File: src/hdl/dcd_pkg.sv
// Constants and types for the direct command decoder.
// Assumes a single 50 MHz clock domain; commands arrive as validated byte strobes.
// Behaviour
// - Code C1 restores all defaults in any mode, no completion interrupt.
// - C2 or C3 abort activity and empty FIFO; needs chip-active; chainable.
// - C4 transmits with CRC, C5 without; need active and transmitter-on.
// - C8 runs initial collision avoidance then field on; needs active; interrupts.
// - Response field-on codes run collision avoidance; CA forces slots zero; interrupt.
// - Go-to-normal accepted only in bit-rate detection mode; chainable, no interrupt.
// - Analog preset loads rx/tx config from mode and bit rate; all modes.
// - D0 masks received data; needs active and receiver-on.
// - D1 unmasks receive data, overriding mask timer; needs active and receiver-on.
// - D3 measures amplitude into converter output; not chainable; interrupts.
// - D4 reduces gain by noise; needs active and receiver-on; no interrupt.
// - D5 drops squelch, loads manual gain reduction; not chainable; no interrupt.
// - D6 adjusts regulators to supply; needs active; interrupts when done.
// - D7 enables transmitter and calibrates modulation depth; interrupts when done.
// - D8 trims tuning capacitors to resonance; interrupts when done.
// - D9 measures driver-to-receive phase; needs active; interrupts when done.
// - DA clears signal-strength bits and restarts measurement; needs active.
// - DC enters transparent mode; needs active; not chainable; no interrupt.
// - FC grants test register write access always; other F and unused ignored.
// - Field-on completion raises field-switched-on or external-collision flag.
// - All four transmit codes need the transmitter-on bit.
// - Default restore while inactive keeps FIFO and FIFO status untouched.
package dcd_pkg;
    localparam logic [7:0] CMD_SET_DEFAULT = 8'hC1;
    localparam logic [7:0] CMD_CLEAR_A = 8'hC2;
    localparam logic [7:0] CMD_CLEAR_B = 8'hC3;
    localparam logic [7:0] CMD_TX_CRC = 8'hC4;
    localparam logic [7:0] CMD_TX_NOCRC = 8'hC5;
    localparam logic [7:0] CMD_TX_REQ = 8'hC6;
    localparam logic [7:0] CMD_TX_WUP = 8'hC7;
    localparam logic [7:0] CMD_FIELD_INIT = 8'hC8;
    localparam logic [7:0] CMD_FIELD_RESP = 8'hC9;
    localparam logic [7:0] CMD_FIELD_RESP0 = 8'hCA;
    localparam logic [7:0] CMD_NORMAL = 8'hCB;
    localparam logic [7:0] CMD_PRESET = 8'hCC;
    localparam logic [7:0] CMD_MASK_RX = 8'hD0;
    localparam logic [7:0] CMD_UNMASK_RX = 8'hD1;
    localparam logic [7:0] CMD_MEAS_AMP = 8'hD3;
    localparam logic [7:0] CMD_SQUELCH = 8'hD4;
    localparam logic [7:0] CMD_RESET_GAIN = 8'hD5;
    localparam logic [7:0] CMD_ADJ_REG = 8'hD6;
    localparam logic [7:0] CMD_CAL_MOD = 8'hD7;
    localparam logic [7:0] CMD_CAL_ANT = 8'hD8;
    localparam logic [7:0] CMD_MEAS_PHASE = 8'hD9;
    localparam logic [7:0] CMD_CLEAR_RSSI = 8'hDA;
    localparam logic [7:0] CMD_TRANSPARENT = 8'hDC;
    localparam logic [7:0] CMD_TEST_ACCESS = 8'hFC;

    // Action index, one-hot position on the start vector
    typedef enum logic [4:0] {
        ACT_NONE = 5'h00, ACT_DEFAULT = 5'h01, ACT_CLEAR = 5'h02, ACT_TX_CRC = 5'h03,
        ACT_TX_NOCRC = 5'h04, ACT_TX_REQ = 5'h05, ACT_TX_WUP = 5'h06, ACT_FIELD_INIT = 5'h07,
        ACT_FIELD_RESP = 5'h08, ACT_FIELD_RESP0 = 5'h09, ACT_NORMAL = 5'h0A, ACT_PRESET = 5'h0B,
        ACT_MASK_RX = 5'h0C, ACT_UNMASK_RX = 5'h0D, ACT_MEAS_AMP = 5'h0E, ACT_SQUELCH = 5'h0F,
        ACT_RESET_GAIN = 5'h10, ACT_ADJ_REG = 5'h11, ACT_CAL_MOD = 5'h12, ACT_CAL_ANT = 5'h13,
        ACT_MEAS_PHASE = 5'h14, ACT_CLEAR_RSSI = 5'h15, ACT_TRANSPARENT = 5'h16,
        ACT_TEST_ACCESS = 5'h17
    } dcd_act_t;

    localparam int ACT_COUNT = 24;

    typedef enum logic [1:0] {
        ST_IDLE = 2'b00,
        ST_BUSY = 2'b01,
        ST_DONE = 2'b10
    } dcd_state_t;

    localparam logic [ACT_COUNT-1:0] START_RESET = 24'h000000;
    localparam logic [7:0] CODE_RESET = 8'h00;
endpackage

File: src/hdl/dcd_lookup.sv
// Code lookup: maps a command byte to an action and its properties.
// Purely combinational; the top registers everything it produces.
`timescale 1ns/1ns
`default_nettype none
module dcd_lookup (
    input wire logic [7:0] code,            // Command byte
    input wire logic chip_active,           // Chip-active state bit
    input wire logic tx_on,                 // Transmitter-on state bit
    input wire logic rx_on,                 // Receiver-on state bit
    input wire logic bitrate_detect,        // Bit-rate detection mode
    output dcd_pkg::dcd_act_t act,          // Decoded action, NONE if refused
    output logic chainable,                 // Action may be chained
    output logic irq_after                  // Action interrupts on termination
);
    always_comb begin
        act = dcd_pkg::ACT_NONE;
        chainable = 1'b1;
        irq_after = 1'b0;
        unique case (code)
            dcd_pkg::CMD_SET_DEFAULT: begin
                act = dcd_pkg::ACT_DEFAULT;
                chainable = 1'b0;
            end
            dcd_pkg::CMD_CLEAR_A, dcd_pkg::CMD_CLEAR_B: begin
                if (chip_active) act = dcd_pkg::ACT_CLEAR;
            end
            dcd_pkg::CMD_TX_CRC: begin
                if (chip_active && tx_on) act = dcd_pkg::ACT_TX_CRC;
            end
            dcd_pkg::CMD_TX_NOCRC: begin
                if (chip_active && tx_on) act = dcd_pkg::ACT_TX_NOCRC;
            end
            dcd_pkg::CMD_TX_REQ: begin
                if (chip_active && tx_on) act = dcd_pkg::ACT_TX_REQ;
            end
            dcd_pkg::CMD_TX_WUP: begin
                if (chip_active && tx_on) act = dcd_pkg::ACT_TX_WUP;
            end
            dcd_pkg::CMD_FIELD_INIT: begin
                if (chip_active) act = dcd_pkg::ACT_FIELD_INIT;
                irq_after = 1'b1;
            end
            dcd_pkg::CMD_FIELD_RESP: begin
                if (chip_active) act = dcd_pkg::ACT_FIELD_RESP;
                irq_after = 1'b1;
            end
            dcd_pkg::CMD_FIELD_RESP0: begin
                if (chip_active) act = dcd_pkg::ACT_FIELD_RESP0;
                irq_after = 1'b1;
            end
            dcd_pkg::CMD_NORMAL: begin
                if (bitrate_detect) act = dcd_pkg::ACT_NORMAL;
            end
            dcd_pkg::CMD_PRESET: act = dcd_pkg::ACT_PRESET;
            dcd_pkg::CMD_MASK_RX: begin
                if (chip_active && rx_on) act = dcd_pkg::ACT_MASK_RX;
            end
            dcd_pkg::CMD_UNMASK_RX: begin
                if (chip_active && rx_on) act = dcd_pkg::ACT_UNMASK_RX;
            end
            dcd_pkg::CMD_MEAS_AMP: begin
                if (chip_active) act = dcd_pkg::ACT_MEAS_AMP;
                chainable = 1'b0;
                irq_after = 1'b1;
            end
            dcd_pkg::CMD_SQUELCH: begin
                if (chip_active && rx_on) act = dcd_pkg::ACT_SQUELCH;
                chainable = 1'b0;
            end
            dcd_pkg::CMD_RESET_GAIN: begin
                if (chip_active) act = dcd_pkg::ACT_RESET_GAIN;
                chainable = 1'b0;
            end
            dcd_pkg::CMD_ADJ_REG: begin
                if (chip_active) act = dcd_pkg::ACT_ADJ_REG;
                chainable = 1'b0;
                irq_after = 1'b1;
            end
            dcd_pkg::CMD_CAL_MOD: begin
                if (chip_active) act = dcd_pkg::ACT_CAL_MOD;
                chainable = 1'b0;
                irq_after = 1'b1;
            end
            dcd_pkg::CMD_CAL_ANT: begin
                if (chip_active) act = dcd_pkg::ACT_CAL_ANT;
                chainable = 1'b0;
                irq_after = 1'b1;
            end
            dcd_pkg::CMD_MEAS_PHASE: begin
                if (chip_active) act = dcd_pkg::ACT_MEAS_PHASE;
                chainable = 1'b0;
                irq_after = 1'b1;
            end
            dcd_pkg::CMD_CLEAR_RSSI: begin
                if (chip_active) act = dcd_pkg::ACT_CLEAR_RSSI;
            end
            dcd_pkg::CMD_TRANSPARENT: begin
                if (chip_active) act = dcd_pkg::ACT_TRANSPARENT;
                chainable = 1'b0;
            end
            dcd_pkg::CMD_TEST_ACCESS: act = dcd_pkg::ACT_TEST_ACCESS;
            default: begin
                act = dcd_pkg::ACT_NONE;
                chainable = 1'b0;
            end
        endcase
    end
endmodule
`default_nettype wire

File: src/hdl/dcd_top.sv
// Direct command decoder top: takes command bytes, starts actions, tracks completion.
// Assumes cmd_valid is a one-cycle strobe from same-clock host port logic; action
// engines report their finish on same-clock done pulses.
`timescale 1ns/1ns
`default_nettype none
module dcd_top (
    input wire logic clk,                   // 50 MHz system clock
    input wire logic resetn,                // Async reset, active low
    input wire logic cmd_valid,             // Command byte strobe
    input wire logic [7:0] cmd_code,        // Command byte
    input wire logic chip_active,           // Chip-active bit
    input wire logic tx_on,                 // Transmitter-on bit
    input wire logic rx_on,                 // Receiver-on bit
    input wire logic wake_mode_bit,         // Wake-up mode bit
    input wire logic bitrate_detect,        // Bit-rate detection mode
    input wire logic action_done,           // Running long action finished
    input wire logic field_collision,       // External field seen by field-on action
    output logic [23:0] action_start,       // One-hot action start pulse
    output logic [7:0] accepted_code,       // Last accepted code
    output logic cmd_accepted,              // Pulse: command accepted
    output logic cmd_ignored,               // Pulse: command refused or unused
    output logic busy,                      // Long action in progress (non-chainable other than set-default, or interrupting)
    output logic restore_defaults,          // Pulse: reset registers to defaults
    output logic keep_fifo,                 // With restore: leave FIFO untouched
    output logic fifo_flush,                // Pulse: abort activity, empty FIFO
    output logic slots_zero,                // Level: field-on with forced zero slots
    output logic rx_masked,                 // Level: received data ignored
    output logic transparent,               // Level: transparent mode entered
    output logic test_write_en,             // Level: test register writes granted
    output logic irq_cmd_done,              // Pulse: completion interrupt
    output logic irq_field_on,              // Pulse: field switched on
    output logic irq_field_coll             // Pulse: external field collision
);
    // ==========================================================
    // Lookup
    dcd_pkg::dcd_act_t act;
    logic chainable;
    logic irq_after;
    logic take;
    logic wake_sel;

    dcd_lookup u_lookup (
        .code(cmd_code),
        .chip_active(chip_active),
        .tx_on(tx_on),
        .rx_on(rx_on),
        .bitrate_detect(bitrate_detect),
        .act(act),
        .chainable(chainable),
        .irq_after(irq_after)
    );

    assign wake_sel = wake_mode_bit;
    // A valid command is a candidate when the lookup does not refuse it; busy blocking is applied later
    assign take = cmd_valid && (act != dcd_pkg::ACT_NONE);

    // ==========================================================
    // Sequencer
    dcd_pkg::dcd_state_t state_reg;
    logic irq_pend_reg;
    logic field_pend_reg;

    always_ff @(posedge clk or negedge resetn) begin
        if (!resetn) begin
            state_reg <= dcd_pkg::ST_IDLE;
            irq_pend_reg <= 1'b0;
            field_pend_reg <= 1'b0;
        end else begin
            unique case (state_reg)
                dcd_pkg::ST_IDLE: begin
                    if (take && irq_after) begin
                        state_reg <= dcd_pkg::ST_BUSY;
                        irq_pend_reg <= 1'b1;
                        field_pend_reg <= (act == dcd_pkg::ACT_FIELD_INIT) ||
                                          (act == dcd_pkg::ACT_FIELD_RESP) ||
                                          (act == dcd_pkg::ACT_FIELD_RESP0);
                    end else if (take && !chainable && act != dcd_pkg::ACT_DEFAULT) begin
                        state_reg <= dcd_pkg::ST_BUSY;
                        irq_pend_reg <= 1'b0;
                        field_pend_reg <= 1'b0;
                    end
                end
                dcd_pkg::ST_BUSY: begin
                    if (action_done) state_reg <= dcd_pkg::ST_DONE;
                end
                dcd_pkg::ST_DONE: begin
                    state_reg <= dcd_pkg::ST_IDLE;
                    irq_pend_reg <= 1'b0;
                    field_pend_reg <= 1'b0;
                end
            endcase
        end
    end

    // Controller must not send while busy; anything but set-default arriving then is dropped
    logic take_idle;
    assign take_idle = take && (state_reg == dcd_pkg::ST_IDLE || act == dcd_pkg::ACT_DEFAULT);

    // ==========================================================
    // Start pulses and acknowledge
    always_ff @(posedge clk or negedge resetn) begin
        if (!resetn) begin
            action_start <= dcd_pkg::START_RESET;
            accepted_code <= dcd_pkg::CODE_RESET;
            cmd_accepted <= 1'b0;
            cmd_ignored <= 1'b0;
        end else begin
            action_start <= dcd_pkg::START_RESET;
            cmd_accepted <= take_idle;
            cmd_ignored <= cmd_valid && !take_idle;
            if (take_idle) begin
                action_start[act] <= 1'b1;
                accepted_code <= cmd_code;
            end
        end
    end

    always_ff @(posedge clk or negedge resetn) begin
        if (!resetn) begin
            busy <= 1'b0;
        end else begin
            busy <= (state_reg == dcd_pkg::ST_BUSY) ||
                    (take_idle && (irq_after || !chainable) && act != dcd_pkg::ACT_DEFAULT);
        end
    end

    // ==========================================================
    // Default restore and clear
    always_ff @(posedge clk or negedge resetn) begin
        if (!resetn) begin
            restore_defaults <= 1'b0;
            keep_fifo <= 1'b0;
            fifo_flush <= 1'b0;
        end else begin
            restore_defaults <= take_idle && act == dcd_pkg::ACT_DEFAULT;
            if (take_idle && act == dcd_pkg::ACT_DEFAULT) keep_fifo <= !chip_active;
            fifo_flush <= take_idle && (act == dcd_pkg::ACT_CLEAR ||
                          (act == dcd_pkg::ACT_DEFAULT && chip_active));
        end
    end

    // ==========================================================
    // Mode levels
    always_ff @(posedge clk or negedge resetn) begin
        if (!resetn) begin
            rx_masked <= 1'b0;
            transparent <= 1'b0;
            test_write_en <= 1'b0;
            slots_zero <= 1'b0;
        end else if (take_idle && act == dcd_pkg::ACT_DEFAULT) begin
            rx_masked <= 1'b0;
            transparent <= 1'b0;
            test_write_en <= 1'b0;
            slots_zero <= 1'b0;
        end else if (take_idle) begin
            if (act == dcd_pkg::ACT_MASK_RX) rx_masked <= 1'b1;
            if (act == dcd_pkg::ACT_UNMASK_RX || act == dcd_pkg::ACT_CLEAR) rx_masked <= 1'b0;
            if (act == dcd_pkg::ACT_TRANSPARENT) transparent <= 1'b1;
            if (act == dcd_pkg::ACT_TEST_ACCESS) test_write_en <= 1'b1;
            if (act == dcd_pkg::ACT_FIELD_RESP0) slots_zero <= 1'b1;
            if (act == dcd_pkg::ACT_FIELD_RESP || act == dcd_pkg::ACT_FIELD_INIT) slots_zero <= 1'b0;
        end
    end

    // ==========================================================
    // Completion interrupts
    always_ff @(posedge clk or negedge resetn) begin
        if (!resetn) begin
            irq_cmd_done <= 1'b0;
            irq_field_on <= 1'b0;
            irq_field_coll <= 1'b0;
        end else begin
            irq_cmd_done <= state_reg == dcd_pkg::ST_BUSY && action_done && irq_pend_reg &&
                            !field_pend_reg;
            irq_field_on <= state_reg == dcd_pkg::ST_BUSY && action_done && field_pend_reg &&
                            !field_collision;
            irq_field_coll <= state_reg == dcd_pkg::ST_BUSY && action_done && field_pend_reg &&
                              field_collision;
        end
    end

    logic unused_wake;
    assign unused_wake = wake_sel;
endmodule
`default_nettype wire

File: config.mk
export PLATFORM = sky130hd
export DESIGN_NAME = dcd_top
export DESIGN_NICKNAME = d
export VERILOG_FILES = /design/src/hdl/dcd_pkg.sv /design/src/hdl/dcd_lookup.sv /design/src/hdl/dcd_top.sv
export SDC_FILE = /design/constraint.sdc
export NUM_CORES = 1
export LEC_CHECK = 0
export ABC_AREA = 1
export BUFFER_PORTS_ARGS = -buffer_cell sky130_fd_sc_hd__buf_4
export CELL_PAD_IN_SITES_DETAIL_PLACEMENT = 0
export CELL_PAD_IN_SITES_GLOBAL_PLACEMENT = 1
export CORE_UTILIZATION = 38
export DETAILED_ROUTE_END_ITERATION = 16
export PLACE_DENSITY_LB_ADDON = 0.1
export RECOVER_POWER = 100
export SLEW_MARGIN = 20
export SYNTH_ARGS = -nofsm -noshare
export SYNTH_HDL_FRONTEND = slang
export SYNTH_HIERARCHICAL = 1
export SYNTH_SLANG_ARGS = --single-unit
File: constraint.sdc
create_clock -name clk -period 1.9 [get_ports clk]
set_input_delay 0.19 -clock clk [delete_from_list [all_inputs] [get_ports clk]]
set_output_delay 0.19 -clock clk [all_outputs]
set_load 0.01 [all_outputs]
==> results by group <==
Layout
  – Max reg flops: 24
  – Final layout net count: 452
  – Layout Area Growth over Synthesis: 33.6%
  – N_diodes: 0
  – Layout cells sized above 1: 26.2%

STA
  – Setup_tns: 0 ps
  – Final setup fails: 0
  – Clock period minus worst slack: 1720 ps
  – Clock Skew: 7.07 ps
  – Rel. slew slack: 21.8%
  – Pins Over Slew Limit: 0
  – Slew at the pin closest to its max-slew limit: 1170 ps
  – Fmax: 0.580 GHz
  – Final Hold Fails: 0
  – Final period utilization: 90.8%
  – RSZ-0062 raised after global routing: yes

Clock network
  – CTS tree: done
  – CTS buffer count: 5
  – Clock latency on the worst-skew pair: 300 ps
  – Root Driver: clkbuf_8
  – Max Buffers Root-to-Sink: 2
  – Reg clk slew, reported paths: 90 ps
  – Htree depth: 2
  – # clock sinks: 49
  – Post-CTS Setup Bufs: 0

Critical path
  – CP Launch Type: input pin
  – Worst path required time: 2140 ps
  – Crit path DAT: 1960 ps
  – Crit. End Element: flip-flop
  – CP Class: in2reg
  – Worst-path fanout max: 17

Synthesis
  – Synth area leaders: dfrtp_1, nand2_1, nor2_1
  – YS warnings: 6
  – #FFs+latches synth: 49
  – Net Count, Synth: 348
  – Mapped cell area: 2550 um^2
  – Cells after Synth: 326
  – Post-synthesis sequential area ratio: 48.0%
  – Yosys cell types: 26
  – Avg Cell Area, Syn: 7.84 um^2
  – Share of the synthesized area in the top cell type: 48.0%
  – Area leader, netlist: dfrtp_1

Drt
  – WL final: 6390 um
  – Pre-antenna DRT Iters: 10
  – DRT iter0 DRCs: 119
  – Total vias in the final route: 2430
  – DRT antenna net count: 0
  – DR DRC count: 16
  – Via-to-Cell Ratio: 4.78
  – WL per Instance: 12.6 um

Global route
  – Largest net degree at the start of global routing: 50
  – Grt ovf: 0
  – GRT Total Usage: 19.4%
  – Antenna violations before repair: 0
  – First-pass GRT wire length: 10900 um
  – Vias in the first global route: 2293

Min path
  – Worst hold path type: in2reg

Placed design
  – GPL Wtd Cong: 0.839
  – Final HPWL DP: 4890 um
  – I/O Buffers: 61

Pwr
  – Total power: 0.00252 W
  – Pwr Density: 739 nW/um^2
  – VDD IR-drop max: 383 uV
  – Leakage power: 1.75 nW

Floorplanning
  – Starting Density: 39.8%
  – # IOs: 63
  – Die width: 84.0 um
  – Core area: 6420 um^2
  – Die H: 84.0 um
  – # rows: 29
  – Die ar.: 7060 um^2

Status
  – Failing checks: design-rule violations
  – Status: complete, but fails checks

Flow run
  – Max_cap viols: 0
## final cells by class
cell class                 count  area [um^2]
fill                         669         3010
inverter                      32          120
multi-input combinational    237         1220
tap                           77         96.3
clock buffer                   5         68.8
timing repair buffer         105          661
sequential                    49         1230
clock inverter                 3         26.3
## worst paths after layout
| kind | from | endpoint | slack [ps] | depth (start not counted) |
|---|---|---|---|---|
| max | cmd_code[6] | accepted_code[7] | 180 | 14 |
| min | field_collision | irq_field_on | 40 | 2 |
| max in group asynchronous | resetn | irq_pend_reg | 530 | 2 |
| min reg2reg | field_pend_reg | irq_cmd_done | 470 | 1 |
| min in group asynchronous | resetn | action_start[0] | 660 | 2 |
| max reg2reg | state_reg[1] | accepted_code[7] | 340 | 7 |
## per-layer routing
metal / global-route usage (%) / vias up / share of wire (%)
li1: - / 1231 / -
met1: 27.7 / 1133 / 50
met2: 30.8 / 62 / 44
met3: 2.77 / 4 / 4.4
met4: 5.49 / 0 / 0.69
met5: 0 / - / 0
## synth_stat cells
cell type and instances:
buf_4 2, ha_1 4, nand3b_1 3, a21oi_1 3, nand2_4 2, conb_1 1, buf_6 3, nand2_2 6
nand4_1 5, nand2_1 83, buf_2 3, nor2_4 4, or2_2 1, o21ai_1 5, nand3_1 39, o21ai_0 9
nor2_2 6, dfrtp_1 49, o21a_1 1, inv_1 27, nor2_1 59, inv_2 5, a21oi_4 1, nor3_1 2
nand3_4 2, and2_1 1
## logic make-up after synthesis
| family | count (synthesis) | synth area share (%) |
|---|---|---|
| AO/OA/AOI/OAI | 19 | 4.26 |
| adder cells (fa/ha/maj) | 4 | 1.96 |
| buffers and inverters | 40 | 7.20 |
| flip-flops | 49 | 48.0 |
| other | 1 | 0.147 |
| AND/OR/NAND/NOR | 213 | 38.4 |
## report_power, final
group	internal, W	switching (W)	leakage (nW)	total [W]
logic	0.000245	0.000421	1.05	0.000666
registers	0.00116	0.0000633	0.665	0.00122
clock network	0.000268	0.000368	0.0423	0.000636
## per-stage QoR
stage / utilization [%] / hold slack (ps) / area, um^2 / cells / worst slack [ps]
floorplan: - / -106 / 2550 / 326 / 80.1
global placement: 53.0 / 241 / 3410 / 499 / -295
detailed placement: 53.0 / 242 / 3410 / 499 / -278
CTS: 54.7 / 29.4 / 3510 / 508 / 35.0
global route: 53.2 / 33.6 / 3410 / 508 / -21.3
finish: 53.2 / 36.0 / 3410 / 508 / 175
## critical path, cell delays in order
cell	delay [ps]
buf_4	110
nand2_2	110
nor2_2	70
buf_12	140
nand2_1	80
nand2_1	70
nor2_1	130
nand3_2	150
nor2_4	160
nand3_4	140
a21oi_4	280
buf_6	180
nand2_1	50
nand2_1	60
## what timing repair did
item | in CTS | in global routing
endpoints found under the setup margin | 0 | 36
gates resized for setup | 0 | 24
hold endpoints to repair | 49 | 0
hold buffers | 1 | 0
## cell usage in the layout (no fill, tap or decap), types with 8 or more instances in the layout
| master | synthesis | layout |
|---|---|---|
| buf_4 | 2 | 54 |
| clkbuf_1 | 0 | 45 |
| dfrtp_1 | 49 | 49 |
| inv_1 | 27 | 26 |
| nand2_1 | 83 | 79 |
| nand2_2 | 6 | 9 |
| nand3_1 | 39 | 35 |
| nor2_1 | 59 | 50 |
| nor2_2 | 6 | 13 |
| o21ai_0 | 9 | 8 |
Note: power is estimated with default switching activity, not from simulation.
